--- config.mk ---
export PLATFORM = sky130hd
export DESIGN_NAME = hbfs_supervisor
export DESIGN_NICKNAME = d
export VERILOG_FILES = /design/src/common/hbfs_pkg.sv /design/src/verilog/hbfs_supervisor.sv
export VERILOG_INCLUDE_DIRS = /design/src /design/src/common
export SDC_FILE = /design/constraint.sdc
export NUM_CORES = 1
export LEC_CHECK = 0
export ABC_AREA = 0
export BUFFER_PORTS_ARGS = -buffer_cell sky130_fd_sc_hd__buf_2
export CAP_MARGIN = 20
export CELL_PAD_IN_SITES_DETAIL_PLACEMENT = 0
export CELL_PAD_IN_SITES_GLOBAL_PLACEMENT = 1
export CORE_MARGIN = 2
export CORE_UTILIZATION = 45
export DETAILED_ROUTE_END_ITERATION = 12
export GPL_ROUTABILITY_DRIVEN = 0
export PLACE_DENSITY_LB_ADDON = 0.1
export SYNTH_ARGS = -nofsm -noshare
export SYNTH_HDL_FRONTEND = slang
export SYNTH_SLANG_ARGS = --single-unit
--- constraint.sdc ---
create_clock -name i_core_clk -period 2.45 [get_ports i_core_clk]
set_input_delay 0.1225 -clock i_core_clk [delete_from_list [all_inputs] [get_ports i_core_clk]]
set_output_delay 0.1225 -clock i_core_clk [all_outputs]
set_load 0.005 [all_outputs]
--- src/common/hbfs_defines.svh ---
// constants for the half-bridge fault supervisor
`ifndef HBFS_DEFINES_SVH
`define HBFS_DEFINES_SVH

`define HBFS_NCH 6
`define HBFS_NSW 12
`define HBFS_AW 4
`define HBFS_DW 8

// register offsets
`define HBFS_A_GLOBAL 4'h0
`define HBFS_A_OC_HS 4'h1
`define HBFS_A_OC_LS 4'h2
`define HBFS_A_OL_HS 4'h3
`define HBFS_A_OL_LS 4'h4
`define HBFS_A_ACT_HS 4'h5
`define HBFS_A_ACT_LS 4'h6
`define HBFS_A_FWOL 4'h7

// global status bit positions
`define HBFS_B_TPW 1
`define HBFS_B_TSD 2
`define HBFS_B_NEGATED_POWER_ON_RESET_FLAG 3
`define HBFS_B_SUPPLY_OVERVOLTAGE_FLAG 4
`define HBFS_B_SUPPLY_UNDERVOLTAGE_FLAG 5
`define HBFS_B_LE 6

// synchronised pin vector layout
`define HBFS_NPIN 30
`define HBFS_P_OC_HS 0
`define HBFS_P_OC_LS 6
`define HBFS_P_UL_HS 12
`define HBFS_P_UL_LS 18
`define HBFS_P_UL_LED 24
`define HBFS_P_WARN 26
`define HBFS_P_SD 27
`define HBFS_P_UV 28
`define HBFS_P_OV 29

// timing
`define HBFS_CLK_MHZ 100
`define HBFS_OC_FILT_NS 10000
`define HBFS_DEAD_NS 1000
`define HBFS_OL_FILT_US 2000
`define HBFS_OL_LED_FILT_US 200
`define HBFS_OC_W 11
`define HBFS_OL_W 18
`define HBFS_DT_W 8

`endif

--- src/common/hbfs_pkg.sv ---
// types of the half-bridge fault supervisor
`include "hbfs_defines.svh"
package hbfs_pkg;

   typedef struct packed {
      logic [`HBFS_NPIN-1:0] s1;
      logic [`HBFS_NPIN-1:0] s2;
      logic [`HBFS_NPIN-1:0] s3;
      logic [`HBFS_NPIN-1:0] pin;
      logic [`HBFS_NCH-1:0] hs_en;
      logic [`HBFS_NCH-1:0] ls_en;
      logic [1:0] led_sel;
      logic [`HBFS_NSW-1:0] oc_flag;
      logic [`HBFS_NSW-1:0] ol_flag;
      logic le;
      logic thermal_prewarning_flag;
      logic thermal_shutdown_flag;
      logic supply_undervoltage_flag;
      logic supply_overvoltage_flag;
      logic negated_power_on_reset_flag;
      logic [`HBFS_NSW-1:0][`HBFS_OC_W-1:0] oc_cnt;
      logic [`HBFS_NSW-1:0][`HBFS_OL_W-1:0] ol_cnt;
      logic [`HBFS_NCH-1:0][`HBFS_DT_W-1:0] dt_cnt;
      logic [`HBFS_NCH-1:0] gate_hs;
      logic [`HBFS_NCH-1:0] gate_ls;
      logic stage_on;
      logic [`HBFS_DW-1:0] rdata;
   } hbfs_state_t;

endpackage

--- src/verilog/hbfs_supervisor.sv ---
// fault supervision and gate control for six half-bridges
//
// Contract
// overcurrent: enables stay, bridge off, flags set
// never both transistors of a bridge on
// dead time on every side change
// warning temperature sets prewarning flag
// prewarning latched; clears only below warning
// prewarning alone leaves outputs on
// shutdown temperature latches all outputs off
// outputs stay off until shutdown flag cleared
// controller clears shutdown flag to resume
// supply undervoltage: outputs off, flag latched
// undervoltage recovery reenables stages automatically
// controller clears undervoltage flag to recheck
// supply overvoltage: outputs off, flag latched
// overvoltage recovery reenables; flag stays latched
// logic reset initialises, outputs off
// power-on reset reported as flag zero
// open load after filter time latches flag
// open load also sets global load error
// open load leaves bridge active
// controller clears open load to recheck
// first two high sides: led threshold option
// free-wheeling stages blank open load
// overcurrent off after filter, while flag set
// flags cleared only by controller access
// persisting fault sets flag again
//
// Implementation choices: the strobed register port and the register offsets.
`timescale 1ns/1ps
`default_nettype none

module hbfs_supervisor
   import hbfs_pkg::*;
#(
   parameter int unsigned OL_FILT_US = `HBFS_OL_FILT_US,
   parameter int unsigned OL_LED_FILT_US = `HBFS_OL_LED_FILT_US
) (
   input wire logic i_core_clk,
   input wire logic i_reset_n,
   input wire logic i_ce,
   input wire logic [`HBFS_AW-1:0] i_addr,
   input wire logic [`HBFS_DW-1:0] i_wdata,
   input wire logic i_wr,
   input wire logic i_rd,
   output logic [`HBFS_DW-1:0] o_rdata,
   input wire logic [`HBFS_NCH-1:0] i_oc_hs,
   input wire logic [`HBFS_NCH-1:0] i_oc_ls,
   input wire logic [`HBFS_NCH-1:0] i_undercur_hs,
   input wire logic [`HBFS_NCH-1:0] i_undercur_ls,
   input wire logic [1:0] i_undercur_led,
   input wire logic i_temp_warn,
   input wire logic i_temp_shutdown,
   input wire logic i_supply_uv,
   input wire logic i_supply_ov,
   input wire logic [`HBFS_NCH-1:0] i_freewheel_hs,
   input wire logic [`HBFS_NCH-1:0] i_freewheel_ls,
   output logic [`HBFS_NCH-1:0] o_gate_hs,
   output logic [`HBFS_NCH-1:0] o_gate_ls,
   output logic o_stage_on
);

   localparam int unsigned OC_CYC = (`HBFS_OC_FILT_NS * `HBFS_CLK_MHZ + 999) / 1000;
   localparam int unsigned DT_CYC = (`HBFS_DEAD_NS * `HBFS_CLK_MHZ + 999) / 1000;
   localparam int unsigned OL_CYC = OL_FILT_US * `HBFS_CLK_MHZ;
   localparam int unsigned OL_LED_CYC = OL_LED_FILT_US * `HBFS_CLK_MHZ;
   localparam logic [`HBFS_OC_W-1:0] OC_LIM = `HBFS_OC_W'(OC_CYC - 1);
   localparam logic [`HBFS_DT_W-1:0] DT_LOAD = `HBFS_DT_W'(DT_CYC);
   localparam logic [`HBFS_OL_W-1:0] OL_LIM = `HBFS_OL_W'(OL_CYC - 1);
   localparam logic [`HBFS_OL_W-1:0] OL_LED_LIM = `HBFS_OL_W'(OL_LED_CYC - 1);

   hbfs_state_t r;
   hbfs_state_t n;

   logic [`HBFS_NPIN-1:0] pins;
   logic [`HBFS_NSW-1:0] oc_live;
   logic [`HBFS_NSW-1:0] ul_live;
   logic [`HBFS_NSW-1:0] gate_on;
   logic [`HBFS_NSW-1:0] fw;
   logic [`HBFS_NSW-1:0] oc_clr;
   logic [`HBFS_NSW-1:0] ol_clr;
   logic [`HBFS_DW-1:0] g_clr;
   logic stage_ok;
   logic want_hs;
   logic want_ls;

   // filter limit for a switch; the first two high sides may use the led setting
   function automatic logic [`HBFS_OL_W-1:0] ol_limit(input int k, input logic [1:0] sel);
      ol_limit = (k < 2 && sel[k[0]]) ? OL_LED_LIM : OL_LIM;
   endfunction

   function automatic logic [`HBFS_DW-1:0] pad6(input logic [`HBFS_NCH-1:0] v);
      pad6 = {2'h0, v};
   endfunction

   assign pins[`HBFS_P_OC_HS+:`HBFS_NCH] = i_oc_hs;
   assign pins[`HBFS_P_OC_LS+:`HBFS_NCH] = i_oc_ls;
   assign pins[`HBFS_P_UL_HS+:`HBFS_NCH] = i_undercur_hs;
   assign pins[`HBFS_P_UL_LS+:`HBFS_NCH] = i_undercur_ls;
   assign pins[`HBFS_P_UL_LED+:2] = i_undercur_led;
   assign pins[`HBFS_P_WARN] = i_temp_warn;
   assign pins[`HBFS_P_SD] = i_temp_shutdown;
   assign pins[`HBFS_P_UV] = i_supply_uv;
   assign pins[`HBFS_P_OV] = i_supply_ov;

   always_comb begin
      n = r;

      // three-stage sync; a change is taken once stages two and three agree
      n.s1 = pins;
      n.s2 = r.s1;
      n.s3 = r.s2;
      for (int i = 0; i < `HBFS_NPIN; i++) begin
         if (r.s2[i] == r.s3[i]) begin
            n.pin[i] = r.s3[i];
         end
      end

      // high sides in the low bits, low sides above them
      oc_live = r.pin[`HBFS_P_OC_HS+:`HBFS_NSW];
      ul_live[`HBFS_NCH-1:0] = r.pin[`HBFS_P_UL_HS+:`HBFS_NCH];
      ul_live[`HBFS_NSW-1:`HBFS_NCH] = r.pin[`HBFS_P_UL_LS+:`HBFS_NCH];
      // the led comparators stand in for the normal ones when selected
      if (r.led_sel[0]) begin
         ul_live[0] = r.pin[`HBFS_P_UL_LED];
      end
      if (r.led_sel[1]) begin
         ul_live[1] = r.pin[`HBFS_P_UL_LED+1];
      end
      gate_on = {r.gate_ls, r.gate_hs};
      fw = {i_freewheel_ls, i_freewheel_hs};

      // register writes; flag clears go first so a same-cycle detection wins
      oc_clr = '0;
      ol_clr = '0;
      g_clr = '0;
      if (i_wr) begin
         case (i_addr)
            `HBFS_A_GLOBAL: begin
               g_clr = i_wdata;
            end
            `HBFS_A_OC_HS: begin
               oc_clr[`HBFS_NCH-1:0] = i_wdata[`HBFS_NCH-1:0];
            end
            `HBFS_A_OC_LS: begin
               oc_clr[`HBFS_NSW-1:`HBFS_NCH] = i_wdata[`HBFS_NCH-1:0];
            end
            `HBFS_A_OL_HS: begin
               ol_clr[`HBFS_NCH-1:0] = i_wdata[`HBFS_NCH-1:0];
            end
            `HBFS_A_OL_LS: begin
               ol_clr[`HBFS_NSW-1:`HBFS_NCH] = i_wdata[`HBFS_NCH-1:0];
            end
            `HBFS_A_ACT_HS: begin
               n.hs_en = i_wdata[`HBFS_NCH-1:0];
            end
            `HBFS_A_ACT_LS: begin
               n.ls_en = i_wdata[`HBFS_NCH-1:0];
            end
            `HBFS_A_FWOL: begin
               n.led_sel = i_wdata[1:0];
            end
            default: begin
            end
         endcase
      end

      n.oc_flag = r.oc_flag & ~oc_clr;
      n.ol_flag = r.ol_flag & ~ol_clr;
      if (g_clr[`HBFS_B_LE]) begin
         n.le = 1'b0;
      end
      if (g_clr[`HBFS_B_TPW]) begin
         n.thermal_prewarning_flag = 1'b0;
      end
      if (g_clr[`HBFS_B_TSD]) begin
         n.thermal_shutdown_flag = 1'b0;
      end
      if (g_clr[`HBFS_B_SUPPLY_UNDERVOLTAGE_FLAG]) begin
         n.supply_undervoltage_flag = 1'b0;
      end
      if (g_clr[`HBFS_B_SUPPLY_OVERVOLTAGE_FLAG]) begin
         n.supply_overvoltage_flag = 1'b0;
      end
      // acknowledging the reset report turns the negated flag to one
      if (g_clr[`HBFS_B_NEGATED_POWER_ON_RESET_FLAG]) begin
         n.negated_power_on_reset_flag = 1'b1;
      end

      // overcurrent filters: only a conducting switch can see overcurrent
      for (int k = 0; k < `HBFS_NSW; k++) begin
         if (gate_on[k] && oc_live[k]) begin
            if (r.oc_cnt[k] >= OC_LIM) begin
               n.oc_flag[k] = 1'b1;
               n.le = 1'b1;
            end else begin
               n.oc_cnt[k] = r.oc_cnt[k] + `HBFS_OC_W'(1);
            end
         end else begin
            n.oc_cnt[k] = '0;
         end
      end

      // open-load filters; free-wheeling stages never accumulate open-load time
      for (int k = 0; k < `HBFS_NSW; k++) begin
         if (gate_on[k] && ul_live[k] && !fw[k]) begin
            if (r.ol_cnt[k] >= ol_limit(k, r.led_sel)) begin
               n.ol_flag[k] = 1'b1;
               n.le = 1'b1;
            end else begin
               n.ol_cnt[k] = r.ol_cnt[k] + `HBFS_OL_W'(1);
            end
         end else begin
            n.ol_cnt[k] = '0;
         end
      end

      // global conditions
      if (r.pin[`HBFS_P_WARN]) begin
         n.thermal_prewarning_flag = 1'b1;
      end
      if (r.pin[`HBFS_P_SD]) begin
         n.thermal_shutdown_flag = 1'b1;
      end
      if (r.pin[`HBFS_P_UV]) begin
         n.supply_undervoltage_flag = 1'b1;
      end
      if (r.pin[`HBFS_P_OV]) begin
         n.supply_overvoltage_flag = 1'b1;
      end

      // live supply levels gate the stages, the flags do not: recovery is automatic
      stage_ok = !n.thermal_shutdown_flag && !r.pin[`HBFS_P_UV] && !r.pin[`HBFS_P_OV];
      n.stage_on = stage_ok;

      // gate sequencing; open load never enters here, so it leaves outputs alone
      want_hs = 1'b0;
      want_ls = 1'b0;
      for (int c = 0; c < `HBFS_NCH; c++) begin
         // both enables set means neither side conducts
         want_hs = r.hs_en[c] && !r.ls_en[c]
            && !n.oc_flag[c] && stage_ok;
         want_ls = r.ls_en[c] && !r.hs_en[c]
            && !n.oc_flag[c+`HBFS_NCH] && stage_ok;
         if ((r.gate_hs[c] && !want_hs) || (r.gate_ls[c] && !want_ls)) begin
            n.gate_hs[c] = 1'b0;
            n.gate_ls[c] = 1'b0;
            n.dt_cnt[c] = DT_LOAD;
         end else if (!r.gate_hs[c] && !r.gate_ls[c]) begin
            // the dead time runs down even while nothing is wanted
            if (r.dt_cnt[c] != '0) begin
               n.dt_cnt[c] = r.dt_cnt[c] - `HBFS_DT_W'(1);
            end else begin
               n.gate_hs[c] = want_hs;
               n.gate_ls[c] = want_ls;
            end
         end
      end

      // read data stand for the single cycle after the strobe
      n.rdata = '0;
      if (i_rd) begin
         case (i_addr)
            `HBFS_A_GLOBAL: begin
               n.rdata[`HBFS_B_LE] = r.le;
               n.rdata[`HBFS_B_TPW] = r.thermal_prewarning_flag;
               n.rdata[`HBFS_B_TSD] = r.thermal_shutdown_flag;
               n.rdata[`HBFS_B_SUPPLY_UNDERVOLTAGE_FLAG] = r.supply_undervoltage_flag;
               n.rdata[`HBFS_B_SUPPLY_OVERVOLTAGE_FLAG] = r.supply_overvoltage_flag;
               n.rdata[`HBFS_B_NEGATED_POWER_ON_RESET_FLAG] = r.negated_power_on_reset_flag;
            end
            `HBFS_A_OC_HS: begin
               n.rdata = pad6(r.oc_flag[`HBFS_NCH-1:0]);
            end
            `HBFS_A_OC_LS: begin
               n.rdata = pad6(r.oc_flag[`HBFS_NSW-1:`HBFS_NCH]);
            end
            `HBFS_A_OL_HS: begin
               n.rdata = pad6(r.ol_flag[`HBFS_NCH-1:0]);
            end
            `HBFS_A_OL_LS: begin
               n.rdata = pad6(r.ol_flag[`HBFS_NSW-1:`HBFS_NCH]);
            end
            `HBFS_A_ACT_HS: begin
               n.rdata = pad6(r.hs_en);
            end
            `HBFS_A_ACT_LS: begin
               n.rdata = pad6(r.ls_en);
            end
            `HBFS_A_FWOL: begin
               n.rdata = {6'h00, r.led_sel};
            end
            default: begin
               n.rdata = '0;
            end
         endcase
      end
   end

   // reset clears all logic and leaves every stage off
   always_ff @(posedge i_core_clk or negedge i_reset_n) begin
      if (!i_reset_n) begin
         r <= '0;
      end else if (i_ce) begin
         r <= n;
      end
   end

   assign o_rdata = r.rdata;
   assign o_gate_hs = r.gate_hs;
   assign o_gate_ls = r.gate_ls;
   assign o_stage_on = r.stage_on;

endmodule // hbfs_supervisor

`default_nettype wire
==> results of run 1 <==
## routing by layer
layer	global-route usage (%)	part of all wire, %	up-vias
met5	0	0.014	-
met4	6.801	2.6	2
met3	3.402	3.8	129
met2	36.66	47	421
met1	32.03	47	12013
li1	-	-	11678
## metrics by stage
step           hold slack (ns)  std cells  util [%]  instance area [µm²]  total power [W]
2_1_floorplan          -0.1731       3106         -                29540          0.01267
3_3_place_gp           0.09301       4088     49.48                31950          0.01363
3_5_place_dp           0.08837       4088     49.48                31950          0.01376
4_1_cts                0.01356       4262     54.14                34970          0.02489
5_1_grt                0.06695       4274     54.75                35360          0.02579
6_report               0.04883       4275     54.75                35360          0.02462
## cell type report
type,instances,share of cell area (%)
antenna,1,0.007077
sequential,580,41.05
clock inverter,26,1.111
timing repair buffer,330,7.325
clock buffer,95,5.761
inverter,136,1.451
multi-input combinational,2252,40.27
tap,855,3.025
## power by group through the flow
| stage | Sequential, W | Combinational [W] | Clock, W |
|---|---|---|---|
| 6_report | 0.0113 | 0.00247 | 0.0109 |
| 5_1_grt | 0.0114 | 0.00283 | 0.0116 |
| 4_1_cts | 0.0112 | 0.00246 | 0.0112 |
| 3_5_place_dp | 0.0114 | 0.00237 | 0 |
| 3_3_place_gp | 0.0114 | 0.00226 | 0 |
| 2_1_floorplan | 0.0111 | 0.00158 | 0 |
## worst min-delay path by stage
stage / from / to / cells past startpoint
finish: i_reset_n / r[213]$_DFFE_PN0P_ / 2
detailed placement: i_reset_n / r[215]$_DFFE_PN0P_ / 1
global route: i_reset_n / r[195]$_DFFE_PN0P_ / 2
CTS: i_freewheel_ls[2] / r[219]$_DFFE_PN0P_ / 4
floorplan: i_reset_n / n[491]$_DFFE_PN0P_ / 0
global placement: i_reset_n / r[215]$_DFFE_PN0P_ / 1
## worst max-delay path: cells and delay by family (launching register included)
family | cells | cell delay, ns
simple gates | 2 | 0.83
compound gates | 4 | 0.79
flops | 1 | 0.43
buf+inv | 1 | 0.21
fa+ha+maj | 1 | 0.17
## cells by family (layout without fill, tap and decap cells)
logic type,count (synthesis),after routing
other,1,2
AOI/OAI and AO/OA,662,662
xor gates and xnor gates,198,198
adders and majority gates,48,48
DFF,580,580
and+or+nand+nor,1245,1245
muxes,98,98
buffers and inverters,274,587
## cells in the final DEF (no fill, tap or decap), types with 87 or more instances in the layout
cell type,n
nor3_1,113
mux2_2,87
buf_4,183
nand2_1,282
nor2_1,323
xnor2_1,124
dfrtp_1,578
inv_1,132
nand4_1,95
o21ai_0,222
nand3_1,107
a21oi_1,115
## state kept, by name, summed over array words and instances (netlist names)
name        flops
o_rdata         7
oc_live        12
o_gate_ls       6
o_stage_on      1
n              60
o_gate_hs       6
r             488
## what timing repair did
| action | 4_1_cts | 5_1_grt |
|---|---|---|
| hold endpoints to repair | 486 | 0 |
| setup endpoints to repair | 25 | 91 |
| gates cloned | 1 | 1 |
| buffers inserted | 3 | 10 |
| hold buffers | 49 | 0 |
| pin swaps | 9 | 29 |
| resized for setup | 14 | 56 |
==> qor.csv, run 1 <==
stage,metric,value,unit
run_status,outcome,"finished, violations left",
run_status,violations,negative setup slack,
critical_path,critPathLaunchType,flip-flop,
yosys,syn_area,29500,µm²
power,ir_drop,0.0005176,V
route,antenna_left,0,
placement,io_buffer_count,77,
route,route.detailed.drc,0,
floorplanning,io_pins,80,
grt,grt_pass1_wl,126.2,mm
critical_path,crit_path_end_kind,flip-flop,
cells_and_area,fillers,5751,
cells_and_area,multi_input_area,14240,µm²
critical_path,crit_slowest_cell,or4_4,
yosys,yosys-mux-area-fraction,3.699,%
timing,fin_crit,2.495,ns
critical_path,ff2ff_path_depth,8,
cts,cts_root_buf,clkbuf_16,
cts,cts_max_level,3,
yosys,synth-simple-area-share,20.86,%
cts,cts_tree,yes,
cts,clockBufferDepth,3,
critical_path,arrival,3.00,ns
yosys,synthAdderAreaFrac,2.036,%
critical_path,crit_fanout,6,
critical_path,worst_path_largest_cell_delay,0.53,ns
yosys,synth_top_area_share,49.21,%
yosys,yosys.area.top_type,dfrtp_1,
power,p_sw_share,25.51,%
floorplanning,num_rows,93,
yosys,ys_ff_latch,580,
floorplanning,fp.dieW,260.0,µm
yosys,ys.warnings.count,0,
timing,hold_viol_final,0,
critical_path,required,2.96,ns
timing,fin_crit_sh,101.8,%
critical_path,path_cells,ha_2 > or4_4 > a221oi_4 > o311a_4 > o2111ai_4 > buf_4 > or3_1 > a21oi_1,
yosys,synth_area_leaders,"dfrtp_1 49%, nor2_1 4.1%, o21ai_0 3.8%",
yosys,synth_xor_area_share,5.879,%
timing,rsz0062_at_grt,yes,
yosys,synth_top_family_by_area,simple AND/OR/NAND/NOR gates,
route,detail_route.iter0.violations,1609,
timing,setup_viol,5,
yosys,syn_nets,3213,
timing,slew_headroom,30.97,%
timing,fmax,0.4008,GHz
route,viasPerCell,5.671,
power,power.switching,0.006280,W
yosys,ys_seq_area_share,49.21,%
grt,antenna_found_initial,1,
grt,grt_max_degree,74,
timing,tightest_slew,1.032,ns
yosys,synthTopCellsByCount,"580 x dfrtp_1, 323 x nor2_1, 282 x nand2_1",
power,p_leak,15.11,nW
critical_path,path_class,flip-flop to flip-flop,
yosys,synth_compound_area_share,14.49,%
cells_and_area,seq_area,14520,µm²
floorplanning,design.core.area,64580,µm²
power,combinationalPowerShare,10.0,%
power,clock_power_share,44.2,%
cts,numClockSinks,580,
route,wl_per_cell,17.76,µm
yosys,synth-edff-count,0,
cts,cts_made_buffers,69,
yosys,ys_types,91,
timing,worst_slack,-0.04485,ns
cells_and_area,drive_gt1_share,16.50,%
power,p_int,0.01834,W
critical_path,rrSetupSlack,-0.04,ns
power,power.density,696.2,nW/µm²
yosys,synth_flop_cell,dfrtp_1,
floorplanning,die_area,67610,µm²
route,vias,24243,
critical_path,r2r_end,r[81]$_DFFE_PN0P_,
cts,clock_insertion_delay_worst_skew,0.59,ns
grt,grt_usage,22.84,%
timing,setup_tns,-0.1268,ns
timing,fin_skew,0.01764,ns
critical_path,crit_start,r[447]$_DFFE_PN0P_,
critical_path,crit_end,r[81]$_DFFE_PN0P_,
job,cap_viol_max_count,0,
timing,final_max_slew_viol_count,0,
yosys,synthArstFlopShare,100.0,%
yosys,yosysMostFrequentCell,dfrtp_1,
cells_and_area,area_growth,19.88,%
cells_and_area,num-nets-final,3476,
power,p_seq_share,45.7,%
placement,dpl.hpwl,53.22,mm
floorplanning,die_height,260.0,µm
yosys,syn_inst,3106,
critical_path,r2r-start,r[447]$_DFFE_PN0P_,
cts,path_clk_slew,0.06,ns
grt,grt-ovfl-total,0,
route,firstDrtPassIters,7,
grt,first_global_vias,24201,
route,wl,75.91,mm
yosys,avgSynthCellArea,9.496,µm²
placement,dp_worst_setup_slack,-0.1654,ns
worst_hold_path,hold_path_class,primary input to asynchronous set/reset pin,
floorplanning,start_util,45.67,%
Note: power is estimated with default switching activity, not from simulation.
==> run 2, diff against run 1 <==
--- a/config.mk
+++ b/config.mk
@@ -15,6 +15,7 @@
 export CORE_UTILIZATION = 45
 export DETAILED_ROUTE_END_ITERATION = 12
 export GPL_ROUTABILITY_DRIVEN = 0
+export GPL_TIMING_DRIVEN = 0
 export PLACE_DENSITY_LB_ADDON = 0.1
 export SYNTH_ARGS = -nofsm -noshare
 export SYNTH_HDL_FRONTEND = slang
==> qor.csv, run 2 (synthesis gave the netlist of run 1 again) <==
stage,metric,value,unit,change
cts,clockBufferDepth,3,,unchanged
timing,setup_viol,6,,was 5
critical_path,critical_path.top_delay_family,simple AND/OR/NAND/NOR gates,,unchanged
critical_path,crit_slowest_cell,or4_4,,unchanged
cells_and_area,post-route-cell-area,35450,µm²,was 35360 µm²
critical_path,crit_fanout,6,,unchanged
route,firstDrtPassIters,6,,was 7
floorplanning,fp.dieW,260.0,µm,unchanged
cts,path_clk_slew,0.06,ns,about the same
power,power.switching,0.006549,W,was 0.006280 W
grt,grt_pass1_wl,134.7,mm,was 126.2 mm
route,wl_per_cell,20.06,µm,was 17.76 µm
cells_and_area,largest_register,r,,unchanged
cts,cts_made_buffers,68,,was 69
critical_path,path_class,flip-flop to flip-flop,,unchanged
power,power.density,680.9,nW/µm²,was 696.2 nW/µm²
job,cap_viol_max_count,0,,unchanged
worst_hold_path,hp-start,i_freewheel_hs[0],,
critical_path,worst_path_largest_cell_delay,0.52,ns,was 0.53 ns
timing,fin_skew,0.01804,ns,was 0.01764 ns
power,p_leak,14.90,nW,was 15.11 nW
timing,tightest_slew,1.067,ns,was 1.032 ns
critical_path,critPathBufInv,1,,unchanged
route,antenna_left,0,,unchanged
power,combinationalPowerShare,10.9,%,was 10.0%
critical_path,critPathLaunchType,flip-flop,,unchanged
timing,slew_headroom,28.35,%,was 30.97%
timing,hold_viol_final,0,,unchanged
timing,fin_crit,2.534,ns,was 2.495 ns
placement,dpl.hpwl,58.96,mm,was 53.22 mm
grt,first_global_vias,24317,,was 24.20k
timing,rsz0062_at_grt,yes,,unchanged
cts,cts_root_buf,clkbuf_16,,unchanged
critical_path,rrSetupSlack,-0.08,ns,was -0.04 ns
timing,whs,0.06503,ns,was 0.04883 ns
power,clock_power_share,42.3,%,was 44.2%
timing,fin_crit_sh,103.4,%,was 101.8%
critical_path,r2r-start,r[447]$_DFFE_PN0P_,,unchanged
run_status,outcome,"finished, violations left",,unchanged
cells_and_area,final_common_cell,dfrtp_1,,unchanged
cells_and_area,diodes,0,,was 1
cells_and_area,mostFrequentLayoutCells,"572 x dfrtp_1, 320 x nor2_1, 279 x nand2_1, 208 x o21ai_0, 133 x inv_1",,"was 578 x dfrtp_1, 323 x nor2_1, 282 x nand2_1, 222 x o21ai_0, 183 x buf_4"
cts,cts_max_level,3,,unchanged
cells_and_area,drive_gt1_share,16.85,%,was 16.50%
floorplanning,design.core.area,64580,µm²,unchanged
placement,place_area,31260,µm²,was 31950 µm²
grt,grt_max_degree,118,,was 74
worst_hold_path,worstHoldPathCells,5,,
run_status,violations,negative setup slack,,unchanged
cells_and_area,largest_reg_flops,488,,unchanged
cts,clock_insertion_delay_worst_skew,0.61,ns,was 0.59 ns
timing,final_max_slew_viol_count,0,,unchanged
critical_path,arrival,3.05,ns,was 3.00 ns
cts,cts_tree,yes,,unchanged
critical_path,ff2ff_path_depth,8,,unchanged
floorplanning,io_pins,80,,unchanged
worst_hold_path,hold_path_class,primary input to flip-flop,,was primary input to asynchronous set/reset pin
critical_path,required,2.97,ns,was 2.96 ns
cells_and_area,fin_util,54.90,%,was 54.75%
grt,antenna_found_initial,3,,was 1
grt,grt-ovfl-total,0,,unchanged
route,detail_route.iter0.violations,1980,,was 1609
route,vias,24822,,was 24.24k
critical_path,crit_path_end_kind,flip-flop,,unchanged
worst_hold_path,whs_endpoint,r[423]$_DFFE_PN0P_,,
route,wl,85.38,mm,was 75.91 mm
floorplanning,num_rows,93,,unchanged
cts,numClockSinks,580,,unchanged
floorplanning,die_area,67610,µm²,unchanged
floorplanning,start_util,45.67,%,unchanged
grt,grt_usage,25.29,%,was 22.84%
power,p_seq_share,46.8,%,was 45.7%
timing,setup_tns,-0.2298,ns,was -0.1268 ns
route,viasPerCell,5.832,,was 5.671
critical_path,crit_start,r[447]$_DFFE_PN0P_,,unchanged
power,p_sw_share,27.13,%,was 25.51%
route,route.detailed.drc,0,,unchanged
cells_and_area,num-nets-final,3461,,was 3476
power,p_int,0.01759,W,was 0.01834 W
cells_and_area,stdcell_count,4256,,was 4275
power,ir_drop,0.0005269,V,was 0.0005176 V
timing,fmax,0.3947,GHz,was 0.4008 GHz
placement,io_buffer_count,77,,unchanged
timing,worst_slack,-0.08383,ns,was -0.04485 ns
critical_path,r2r_end,r[83]$_DFFE_PN0P_,,was r[81]$_DFFE_PN0P_
critical_path,path_cells,inv_2 > ha_4 > or4_4 > a221oi_4 > o311a_4 > o2111ai_4 > or4_1 > a21oi_1,,was ha_2 > or4_4 > a221oi_4 > o311a_4 > o2111ai_4 > buf_4 > or3_1 > a21oi_1
cells_and_area,area_growth,20.20,%,was 19.88%
floorplanning,die_height,260.0,µm,unchanged
placement,dp.cells,4053,,was 4088
==> run 2: worst max-delay path by stage <==
| stage | end | slack, ns | depth (start not counted) |
|---|---|---|---|
| final | r[83]$_DFFE_PN0P_ | -0.08 | 8 |
| after global routing | r[83]$_DFFE_PN0P_ | -0.15 | 8 |
| after CTS | r[83]$_DFFE_PN0P_ | -0.05 | 7 |
| after detailed placement | r[434]$_DFFE_PN0P_ | -2.11 | 10 |
| after global placement | r[447]$_DFFE_PN0P_ | -12.04 | 1 |
| after floorplan | r[102]$_DFFE_PN0P_ | -0.01 | 8 |
==> run 2: per-stage QoR <==
| stage | power [W] | setup slack [ns] |
|---|---|---|
| 5_1_grt | 0.02527 | -0.1542 |
| 2_1_floorplan | 0.01267 | -0.01089 |
| 3_5_place_dp | 0.01384 | -2.111 |
| 4_1_cts | 0.02428 | -0.04548 |
| 6_report | 0.02414 | -0.08383 |
| 3_3_place_gp | 0.01367 | -12.04 |
==> run 2: power by group through the flow <==
stage          clock network, W  logic, W  registers [W]
5_1_grt                  0.0109   0.00297         0.0114
3_5_place_dp                  0   0.00239         0.0114
4_1_cts                  0.0105   0.00254         0.0113
6_report                 0.0102   0.00263         0.0113
2_1_floorplan                 0   0.00158         0.0111
3_3_place_gp                  0   0.00225         0.0114
==> run 2: layer usage <==
layer / part of all wire, % / vias to the layer above / GRT usage, % / wire [µm]
met2: 46 / 652 / 39.64 / 39240
li1: - / 11652 / - / -
met5: 0.018 / - / 0 / 15
met3: 6.4 / 142 / 5.682 / 5495
met4: 3.0 / 2 / 8.477 / 2603
met1: 45 / 12374 / 34.66 / 38020
==> run 2: worst reg2reg max path: stages (launching register included) <==
cell,delay [ns]
dfrtp_2,0.42
inv_2,0.08
ha_4,0.16
or4_4,0.52
a221oi_4,0.24
o311a_4,0.26
o2111ai_4,0.18
or4_1,0.45
a21oi_1,0.16
==> run 2: area by class of cell <==
class | instances | area (µm²)
clock inverters | 19 | 225.2
inverters | 136 | 510.5
well taps | 855 | 1070
clock buffers | 98 | 2008
multi-input cells | 2252 | 14910
flip-flops and latches | 580 | 14530
fillers | 5701 | 29130
plain buffers | 124 | 640.6
repair buffers | 192 | 1556
==> run 2: what timing repair did <==
item,4_1_cts,5_1_grt
pin swaps,28,69
resized for setup,112,169
endpoints found under the setup margin,478,224
setup buffers,25,26
hold buffers,46,1
endpoints found under the hold margin,149,1
gates cloned,0,0
